$ cat src/pdg_defs.svh
// register offsets, reset values, field positions and ranges of the deviation guard
// assumes a 40 MHz system clock and APB with 32-bit data and 8-bit byte addresses
`ifndef PDG_DEFS_SVH
`define PDG_DEFS_SVH

`define PDG_OFF_CTRL       8'h00
`define PDG_OFF_OVF_LIM    8'h04
`define PDG_OFF_SON_LIM    8'h08
`define PDG_OFF_WARN_PCT   8'h0c
`define PDG_OFF_SON_PCT    8'h10
`define PDG_OFF_SON_SPD    8'h14
`define PDG_OFF_TRQ_MAX    8'h18
`define PDG_OFF_STATUS     8'h1c
`define PDG_OFF_MASK       8'h20
`define PDG_OFF_DEV        8'h24
`define PDG_OFF_STATE      8'h28

`define PDG_LIM_MIN        30'h0000001
`define PDG_LIM_MAX        30'h3fffffff
`define PDG_LIM_RST        30'h2800000
`define PDG_PCT_MIN        7'h0a
`define PDG_PCT_MAX        7'h64
`define PDG_PCT_RST        7'h64
`define PDG_PCT_SCALE      7'h64
`define PDG_SPD_MAX        14'h2710
`define PDG_SPD_RST        14'h2710
`define PDG_TRQ_RST        16'h7fff

`define PDG_STS_W          5
`define PDG_STS_OVF        0
`define PDG_STS_SON        1
`define PDG_STS_SON_SPD    2
`define PDG_STS_WARN       3
`define PDG_STS_SON_WARN   4

`endif

$ cat src/pdg_pkg.sv
// types shared by the deviation guard
// assumes pdg_defs.svh for numeric constants
package pdg_pkg;
	typedef enum logic [1:0] {PDG_MODE_POS, PDG_MODE_SPD, PDG_MODE_TRQ, PDG_MODE_RSV} pdg_mode_t;
	typedef enum logic [1:0] {PDG_ST_OFF, PDG_ST_RECOVER, PDG_ST_RUN} pdg_state_t;
endpackage : pdg_pkg

$ cat src/pdg_pct_cmp.sv
// percentage threshold compare: mag > limit * pct / 100, one cycle latency
// assumes mag and limit are unsigned and in the same clock domain
`timescale 1ns/10ps
`include "pdg_defs.svh"
module pdg_pct_cmp #(
	parameter int MAG_W = 32,
	parameter int LIM_W = 30,
	parameter int PCT_W = 7
) (
	input  wire logic             clk,
	input  wire logic             rst_n,
	input  wire logic [MAG_W-1:0] mag,
	input  wire logic [LIM_W-1:0] limit,
	input  wire logic [PCT_W-1:0] pct,
	output logic                  over_q
);
	localparam int PW = MAG_W + PCT_W + 1;

	// scaling both sides avoids a divider and its rounding
	logic [PW-1:0] lhs;
	logic [PW-1:0] rhs;

	assign lhs = PW'(mag) * PW'(`PDG_PCT_SCALE);
	assign rhs = PW'(limit) * PW'(pct);

	always_ff @(posedge clk or negedge rst_n) begin
		if (!rst_n) begin
			over_q <= 1'b0;
		end else begin
			over_q <= lhs > rhs;
		end
	end
endmodule : pdg_pct_cmp

$ cat src/pdg_guard.sv
// position deviation guard: deviation checks, servo-on recovery with speed clamp, torque clamp, APB registers
// assumes pos_ref, pos_act, speed_cmd and torque_cmd come from logic on clk; servo_on_pin is asynchronous
//
// Added by the designer: the address map and the APB interface to the registers.
`timescale 1ns/10ps
`include "pdg_defs.svh"
module pdg_guard (
	input  wire logic               clk,
	input  wire logic               nrst,
	input  wire logic               psel,
	input  wire logic               penable,
	input  wire logic               pwrite,
	input  wire logic [7:0]         paddr,
	input  wire logic [31:0]        pwdata,
	output logic      [31:0]        prdata,
	output logic                    pready,
	output logic                    pslverr,
	input  wire logic signed [31:0] pos_ref,
	input  wire logic signed [31:0] pos_act,
	input  wire logic               servo_on_pin,
	input  wire logic signed [15:0] speed_cmd,
	input  wire logic signed [15:0] torque_cmd,
	output logic signed [31:0]      deviation,
	output logic signed [15:0]      speed_out,
	output logic signed [15:0]      torque_out,
	output logic                    motor_enable,
	output logic                    irq
);
	////////////////////////////////////////////////////////////////////////////////
	// reset release and pin synchroniser
	logic rst_s1_q, rst_n;
	always_ff @(posedge clk or negedge nrst) begin
		if (!nrst) begin
			rst_s1_q <= 1'b0;
			rst_n    <= 1'b0;
		end else begin
			rst_s1_q <= 1'b1;
			rst_n    <= rst_s1_q;
		end
	end

	logic son_s1_q, son_s2_q, son_s3_q, son_lvl_q, son_prev_q;
	always_ff @(posedge clk or negedge rst_n) begin
		if (!rst_n) begin
			son_s1_q   <= 1'b0;
			son_s2_q   <= 1'b0;
			son_s3_q   <= 1'b0;
			son_lvl_q  <= 1'b0;
			son_prev_q <= 1'b0;
		end else begin
			son_s1_q   <= servo_on_pin;
			son_s2_q   <= son_s1_q;
			son_s3_q   <= son_s2_q;
			if (son_s2_q == son_s3_q) begin
				son_lvl_q <= son_s3_q;
			end
			son_prev_q <= son_lvl_q;
		end
	end
	logic son_rise;
	assign son_rise = son_lvl_q & ~son_prev_q;

	////////////////////////////////////////////////////////////////////////////////
	// helpers
	function automatic logic hit(input logic [7:0] a, input logic [7:0] off);
		return a == off;
	endfunction : hit

	function automatic logic [29:0] clamp_lim(input logic [31:0] v);
		if (v < 32'(`PDG_LIM_MIN)) begin
			return `PDG_LIM_MIN;
		end else if (v > 32'(`PDG_LIM_MAX)) begin
			return `PDG_LIM_MAX;
		end
		return v[29:0];
	endfunction : clamp_lim

	function automatic logic [6:0] clamp_pct(input logic [31:0] v);
		if (v < 32'(`PDG_PCT_MIN)) begin
			return `PDG_PCT_MIN;
		end else if (v > 32'(`PDG_PCT_MAX)) begin
			return `PDG_PCT_MAX;
		end
		return v[6:0];
	endfunction : clamp_pct

	////////////////////////////////////////////////////////////////////////////////
	// registers
	pdg_pkg::pdg_mode_t  mode_q;
	pdg_pkg::pdg_state_t state_q;
	logic [29:0] ovf_lim_q, son_lim_q;
	logic [6:0]  warn_pct_q, son_pct_q;
	logic [13:0] son_spd_q;
	logic [15:0] trq_max_q;
	logic [`PDG_STS_W-1:0] sts_q, mask_q, sts_set;
	logic [31:0] dev_mag_q;

	logic wr_en, rd_setup, mapped;
	assign pready   = 1'b1;
	assign wr_en    = psel & penable & pwrite;
	assign rd_setup = psel & ~penable & ~pwrite;
	assign mapped   = paddr <= `PDG_OFF_STATE && paddr[1:0] == 2'h0;
	assign pslverr  = psel & penable & ~mapped;

	always_ff @(posedge clk or negedge rst_n) begin
		if (!rst_n) begin
			mode_q     <= pdg_pkg::PDG_MODE_POS;
			ovf_lim_q  <= `PDG_LIM_RST;
			son_lim_q  <= `PDG_LIM_RST;
			warn_pct_q <= `PDG_PCT_RST;
			son_pct_q  <= `PDG_PCT_RST;
			son_spd_q  <= `PDG_SPD_RST;
			trq_max_q  <= `PDG_TRQ_RST;
			mask_q     <= '0;
		end else if (wr_en) begin
			if (hit(paddr, `PDG_OFF_CTRL)) begin
				mode_q <= pdg_pkg::pdg_mode_t'(pwdata[1:0]);
			end
			if (hit(paddr, `PDG_OFF_OVF_LIM)) begin
				ovf_lim_q <= clamp_lim(pwdata);
			end
			if (hit(paddr, `PDG_OFF_SON_LIM)) begin
				son_lim_q <= clamp_lim(pwdata);
			end
			if (hit(paddr, `PDG_OFF_WARN_PCT)) begin
				warn_pct_q <= clamp_pct(pwdata);
			end
			if (hit(paddr, `PDG_OFF_SON_PCT)) begin
				son_pct_q <= clamp_pct(pwdata);
			end
			if (hit(paddr, `PDG_OFF_SON_SPD)) begin
				son_spd_q <= (pwdata > 32'(`PDG_SPD_MAX)) ? `PDG_SPD_MAX : pwdata[13:0];
			end
			if (hit(paddr, `PDG_OFF_TRQ_MAX)) begin
				trq_max_q <= pwdata[15:0];
			end
			if (hit(paddr, `PDG_OFF_MASK)) begin
				mask_q <= pwdata[`PDG_STS_W-1:0];
			end
		end
	end

	// set wins over a write-one clear in the same cycle
	always_ff @(posedge clk or negedge rst_n) begin
		if (!rst_n) begin
			sts_q <= '0;
		end else begin
			sts_q <= (sts_q & ~((wr_en && hit(paddr, `PDG_OFF_STATUS)) ? pwdata[`PDG_STS_W-1:0] : '0)) | sts_set;
		end
	end

	always_ff @(posedge clk or negedge rst_n) begin
		if (!rst_n) begin
			prdata <= '0;
		end else if (rd_setup) begin
			case (paddr)
				`PDG_OFF_CTRL:     prdata <= {30'h0, mode_q};
				`PDG_OFF_OVF_LIM:  prdata <= {2'h0, ovf_lim_q};
				`PDG_OFF_SON_LIM:  prdata <= {2'h0, son_lim_q};
				`PDG_OFF_WARN_PCT: prdata <= {25'h0, warn_pct_q};
				`PDG_OFF_SON_PCT:  prdata <= {25'h0, son_pct_q};
				`PDG_OFF_SON_SPD:  prdata <= {18'h0, son_spd_q};
				`PDG_OFF_TRQ_MAX:  prdata <= {16'h0, trq_max_q};
				`PDG_OFF_STATUS:   prdata <= {27'h0, sts_q};
				`PDG_OFF_MASK:     prdata <= {27'h0, mask_q};
				`PDG_OFF_DEV:      prdata <= deviation;
				`PDG_OFF_STATE:    prdata <= {30'h0, state_q};
				default:           prdata <= '0;
			endcase
		end
	end

	always_ff @(posedge clk or negedge rst_n) begin
		if (!rst_n) begin
			irq <= 1'b0;
		end else begin
			irq <= |(sts_d_view() & mask_q);
		end
	end
	function automatic logic [`PDG_STS_W-1:0] sts_d_view();
		return sts_q;
	endfunction : sts_d_view

	////////////////////////////////////////////////////////////////////////////////
	// deviation and threshold checks
	logic        pos_mode, alarm_any, warn_over, son_warn_over;
	logic [31:0] ovf_lim_w, son_lim_w;
	assign pos_mode  = mode_q == pdg_pkg::PDG_MODE_POS;
	assign alarm_any = sts_q[`PDG_STS_OVF] | sts_q[`PDG_STS_SON] | sts_q[`PDG_STS_SON_SPD];
	assign ovf_lim_w = {2'h0, ovf_lim_q};
	assign son_lim_w = {2'h0, son_lim_q};

	always_ff @(posedge clk or negedge rst_n) begin
		if (!rst_n) begin
			deviation <= '0;
			dev_mag_q <= '0;
		end else begin
			deviation <= pos_ref - pos_act;
			// magnitude so that lag either way trips the same checks; -2**31 maps to 2**31
			dev_mag_q <= deviation[31] ? 32'(-deviation) : deviation;
		end
	end

	pdg_pct_cmp u_warn_cmp (
		.clk    (clk),
		.rst_n  (rst_n),
		.mag    (dev_mag_q),
		.limit  (ovf_lim_q),
		.pct    (warn_pct_q),
		.over_q (warn_over)
	);

	pdg_pct_cmp u_son_warn_cmp (
		.clk    (clk),
		.rst_n  (rst_n),
		.mag    (dev_mag_q),
		.limit  (son_lim_q),
		.pct    (son_pct_q),
		.over_q (son_warn_over)
	);

	always_comb begin
		sts_set = '0;
		if (pos_mode) begin
			sts_set[`PDG_STS_OVF]      = state_q == pdg_pkg::PDG_ST_RUN && dev_mag_q > ovf_lim_w;
			sts_set[`PDG_STS_SON_SPD]  = state_q == pdg_pkg::PDG_ST_RECOVER && dev_mag_q > ovf_lim_w;
			sts_set[`PDG_STS_SON]      = state_q == pdg_pkg::PDG_ST_OFF && son_rise && dev_mag_q > son_lim_w;
			sts_set[`PDG_STS_WARN]     = state_q != pdg_pkg::PDG_ST_OFF && warn_over;
			sts_set[`PDG_STS_SON_WARN] = state_q == pdg_pkg::PDG_ST_OFF && son_warn_over;
		end
	end

	////////////////////////////////////////////////////////////////////////////////
	// servo state
	always_ff @(posedge clk or negedge rst_n) begin
		if (!rst_n) begin
			state_q <= pdg_pkg::PDG_ST_OFF;
		end else begin
			case (state_q)
				pdg_pkg::PDG_ST_OFF: begin
					// a refused switch-on needs the pin to drop and rise again
					if (son_rise && !alarm_any && !sts_set[`PDG_STS_SON]) begin
						state_q <= (pos_mode && dev_mag_q != '0) ? pdg_pkg::PDG_ST_RECOVER : pdg_pkg::PDG_ST_RUN;
					end
				end
				pdg_pkg::PDG_ST_RECOVER: begin
					if (!son_lvl_q || alarm_any) begin
						state_q <= pdg_pkg::PDG_ST_OFF;
					end else if (dev_mag_q == '0 || !pos_mode) begin
						state_q <= pdg_pkg::PDG_ST_RUN;
					end
				end
				pdg_pkg::PDG_ST_RUN: begin
					if (!son_lvl_q || alarm_any) begin
						state_q <= pdg_pkg::PDG_ST_OFF;
					end
				end
				default: state_q <= pdg_pkg::PDG_ST_OFF;
			endcase
		end
	end

	////////////////////////////////////////////////////////////////////////////////
	// drive outputs
	logic signed [16:0] spd_lim_s, trq_lim_s, spd_in_s, trq_in_s;
	assign spd_lim_s = {3'h0, son_spd_q};
	assign trq_lim_s = {1'b0, trq_max_q};
	assign spd_in_s  = 17'(speed_cmd);
	assign trq_in_s  = 17'(torque_cmd);

	always_ff @(posedge clk or negedge rst_n) begin
		if (!rst_n) begin
			motor_enable <= 1'b0;
			speed_out    <= '0;
			torque_out   <= '0;
		end else begin
			motor_enable <= state_q != pdg_pkg::PDG_ST_OFF && !alarm_any && son_lvl_q;
			if (state_q == pdg_pkg::PDG_ST_OFF || alarm_any) begin
				speed_out  <= '0;
				torque_out <= '0;
			end else begin
				// the loop closes on deviation, so passing its command returns the motor home
				if (state_q == pdg_pkg::PDG_ST_RECOVER && spd_in_s > spd_lim_s) begin
					speed_out <= 16'(spd_lim_s);
				end else if (state_q == pdg_pkg::PDG_ST_RECOVER && spd_in_s < -spd_lim_s) begin
					speed_out <= 16'(-spd_lim_s);
				end else begin
					speed_out <= speed_cmd;
				end
				if (trq_in_s > trq_lim_s) begin
					torque_out <= 16'(trq_lim_s);
				end else if (trq_in_s < -trq_lim_s) begin
					torque_out <= 16'(-trq_lim_s);
				end else begin
					torque_out <= torque_cmd;
				end
			end
		end
	end
endmodule : pdg_guard

$ cat config.mk
export PLATFORM = sky130hd
export DESIGN_NAME = pdg_guard
export DESIGN_NICKNAME = d
export VERILOG_FILES = /design/src/pdg_pkg.sv /design/src/pdg_pct_cmp.sv /design/src/pdg_guard.sv
export VERILOG_INCLUDE_DIRS = /design/src
export SDC_FILE = /design/constraint.sdc
export NUM_CORES = 2
export LEC_CHECK = 0
export BUFFER_PORTS_ARGS = -buffer_cell sky130_fd_sc_hd__buf_4
export CAP_MARGIN = 10
export CORE_UTILIZATION = 40
export CTS_CLUSTER_DIAMETER = 80
export DETAILED_ROUTE_END_ITERATION = 8
export HOLD_SLACK_MARGIN = 0.02
export PLACE_DENSITY_LB_ADDON = 0.2
export SETUP_SLACK_MARGIN = 0.02
export SLEW_MARGIN = 20
export SYNTH_ARGS = -nofsm -noshare
export SYNTH_HDL_FRONTEND = slang
export SYNTH_SLANG_ARGS = --single-unit
export TNS_END_PERCENT = 1
$ cat constraint.sdc
create_clock -name clk -period 18.8 [get_ports clk]
set_input_delay 3.76 -clock clk [delete_from_list [all_inputs] [get_ports clk]]
set_output_delay 3.76 -clock clk [all_outputs]
set_load 0.1 [all_outputs]
==> results.json <==
{
  "ys_ff_latch": 257,
  "avgSynthCellArea_um2": 8.66,
  "synth_common_cells": "inv_1, ha_1, nand2_1",
  "syn-cell-area_um2": 34600,
  "crit_fanout": 4,
  "hold_violations": 0,
  "synth.distinct_cells": 89,
  "post-cts-setup-buffers": 0,
  "final.period_utilization_pct": 44.0,
  "ys.flop_type": "dfrtp_1",
  "grt_overflow": 0,
  "die_w_um": 296,
  "dieArea_um2": 87600,
  "drc": 0,
  "hpwl_um": 82600,
  "synth_top_cell_area_share_pct": 17.7,
  "cp.arrival_ps": 4510,
  "cp-start-kind": "input pin",
  "sw_frac_of_total_pct": 52.8,
  "leakage_nw": 18.8,
  "fin_setup_tns_ps": 0,
  "routabilityCongestion": 0.910,
  "wirelength_um": 103000,
  "setup_viol": 0,
  "io-pin-count": 242,
  "area_growth_pct": 10.9,
  "cts.sinks": 257,
  "cts_root_buffer": "clkbuf_16",
  "rows": 107,
  "drt_iter0_markers": 1785,
  "seq_power_share_pct": 12.6,
  "p_total_w": 0.00620,
  "critPathSlowestCell": "nor2_1",
  "htree_levels": 1,
  "cts_resized": 0,
  "peakVddDrop_mv": 0.161,
  "globalRouteTotalUtil_pct": 23.8,
  "rsz0062_at_grt": "false",
  "synth-edff-count": 0,
  "cp_data_required_time_ps": 15040,
  "numCtsBuffers": 29,
  "tightest_slew_ps": 886,
  "power_density_nw_per_um2": 162,
  "drtPass1Iterations": 6,
  "finalClockSkew_ps": 24.7,
  "clk_pin_slew_ps": 60,
  "intPower_w": 0.00292,
  "synth_seq_area_share_pct": 18.7,
  "fin_nets": 5004,
  "worstSetupPathType": "in -> out",
  "clock_latency_ps": 590,
  "ys_async_sr_fraction_pct": 100,
  "ctsHoldBuffers": 0,
  "cts_tree": "done",
  "clock.fmax_mhz": 121,
  "detail-route-antenna-nets": 0,
  "vias": 28600,
  "avgRoutedWirePerCell_um": 19.6,
  "dpl.cell_count": 5215,
  "clockPowerShare_pct": 9.4,
  "grt_pass1_wl_um": 164000,
  "synthMostInstantiatedCell": "inv_1",
  "antenna_found_initial": 6,
  "core_um2": 85400,
  "instances_no_fill": 5269,
  "combPwrFrac_pct": 78.0,
  "yosysTopAreaCell": "fa_1",
  "p_sw_w": 0.00327,
  "cts_buffer_depth": 3,
  "crit_path_frequent_cell": "buf_4",
  "portBuffers": 240,
  "cpPeakStageDelay_ps": 260,
  "grt_max_degree": 145,
  "synth.area.top_cells": "fa_1, dfrtp_1, ha_1",
  "yosysWarnings": 0,
  "slew_violations": 0,
  "status": "complete, no violations",
  "fin_crit_ps": 8270,
  "vias_per_cell": 5.43,
  "drv_cap": 0,
  "grt_pass1_vias": 28900,
  "maxSlewHeadroom_pct": 39.4,
  "die_h_um": 296,
  "drive_gt1_share_pct": 9.63,
  "syn_inst": 3991,
  "worst_hold_path_type": "reg -> reg",
  "start_util_pct": 40.5,
  "end_kind": "primary output",
  "crit_chain": "buf_4, nor2_1, a31oi_1, buf_4"
}
-- cell families (layout without fill, tap and decap cells) --
group	count (synthesis)	after routing	synth area share [%]
and+or+nand+nor	1207	1207	18.1
xor gates and xnor gates	175	175	4.43
adders and majority gates	761	761	34.2
muxes	22	22	0.706
buffers and inverters	757	888	8.25
DFF	257	257	18.7
other	1	4	0.0108
AOI/OAI and AO/OA	811	811	15.6
-- registers in the layout, indices dropped and copies added, names as in the netlist, 14 cells and up --
| signal | cells |
|---|---|
| son_spd_q | 14 |
| ovf_lim_q | 30 |
| dev_mag_q | 32 |
| trq_max_q | 16 |
| speed_out | 16 |
| son_lim_q | 30 |
| prdata | 32 |
| torque_out | 16 |
| deviation | 32 |
-- per-layer routing --
metal	vias to the layer above	track usage (%)	wire [µm]
li1	13700	-	-
met1	14200	33.7	48600
met2	664	38.7	47000
met3	105	2.76	5350
met4	0	5.33	2170
met5	-	0	0
-- final timing paths --
| check | end | slack, ps | start | cells past startpoint |
|---|---|---|---|---|
| min in group asynchronous | deviation[22] | 370 | rst_n | 0 |
| worst min-delay path | rst_n | 350 | rst_s1_q | 0 |
| max in group asynchronous | rst_n | 15750 | nrst | 1 |
| worst max-delay path | pslverr | 10530 | paddr[6] | 4 |
| worst min register to register | rst_n | 350 | rst_s1_q | 0 |
| worst max register to register | u_warn_cmp.over_q | 11510 | warn_pct_q[5] | 24 |
-- power groups by stage --
| stage | Clock [W] | Combinational, W | Sequential (W) |
|---|---|---|---|
| 4_1_cts | 0.000599 | 0.00483 | 0.000777 |
| 3_5_place_dp | 0 | 0.00480 | 0.000786 |
| 5_1_grt | 0.000617 | 0.00550 | 0.000786 |
| 3_3_place_gp | 0 | 0.00474 | 0.000786 |
| 6_report | 0.000585 | 0.00483 | 0.000779 |
| 2_1_floorplan | 0 | 0.00341 | 0.000884 |
-- worst max-delay path: cells and delay by family --
kind	cells	cell delay [ps]
AOI/OAI and AO/OA	1	120
buffers and inverters	2	360
and+or+nand+nor	1	260
-- cell type report --
type                    count  area (µm²)
diodes                      2        5.00
clock buffers              42         835
clock inverters            10         124
fillers                  8578       47100
inverters                 574        2150
multi-input cells        2978       25300
flip-flops and latches    257        6470
well taps                1144        1430
repair buffers            262        1980
-- placed cells by master, fill, tap and decap left out, drive strengths merged, types with 14 or more instances in the layout --
| cell | instances |
|---|---|
| mux2 | 19 |
| ha | 454 |
| o31ai | 15 |
| xor2 | 51 |
| nand2 | 341 |
| and3 | 33 |
| nand4 | 62 |
| nor3 | 55 |
| nor2b | 25 |
| o211ai | 29 |
| dfrtp | 227 |
| a211oi | 31 |
| xnor2 | 124 |
| a21o | 81 |
| dfstp | 30 |
| a31oi | 38 |
| nor4 | 21 |
| a222oi | 14 |
| a21oi | 153 |
| or4 | 16 |
| nand2b | 18 |
| a22o | 16 |
| nor2 | 166 |
| nand3 | 74 |
| a22oi | 44 |
| o21a | 44 |
| or3 | 21 |
| and2 | 330 |
| inv | 578 |
| fa | 306 |
| buf | 262 |
| a21boi | 15 |
| o21ai | 198 |
| clkbuf | 42 |
-- metrics by stage --
step | utilization [%] | setup slack (ps) | hold slack (ps) | area [µm²]
6_report | 44.9 | 10530 | 352 | 38300
5_1_grt | 44.9 | 10510 | 359 | 38300
4_1_cts | 44.8 | 10540 | 358 | 38300
3_5_place_dp | 43.7 | 10550 | 343 | 37300
3_3_place_gp | 43.7 | 10540 | 335 | 37300
2_1_floorplan | - | 9550 | 331 | 34600
Note: power is estimated with default switching activity, not from simulation.
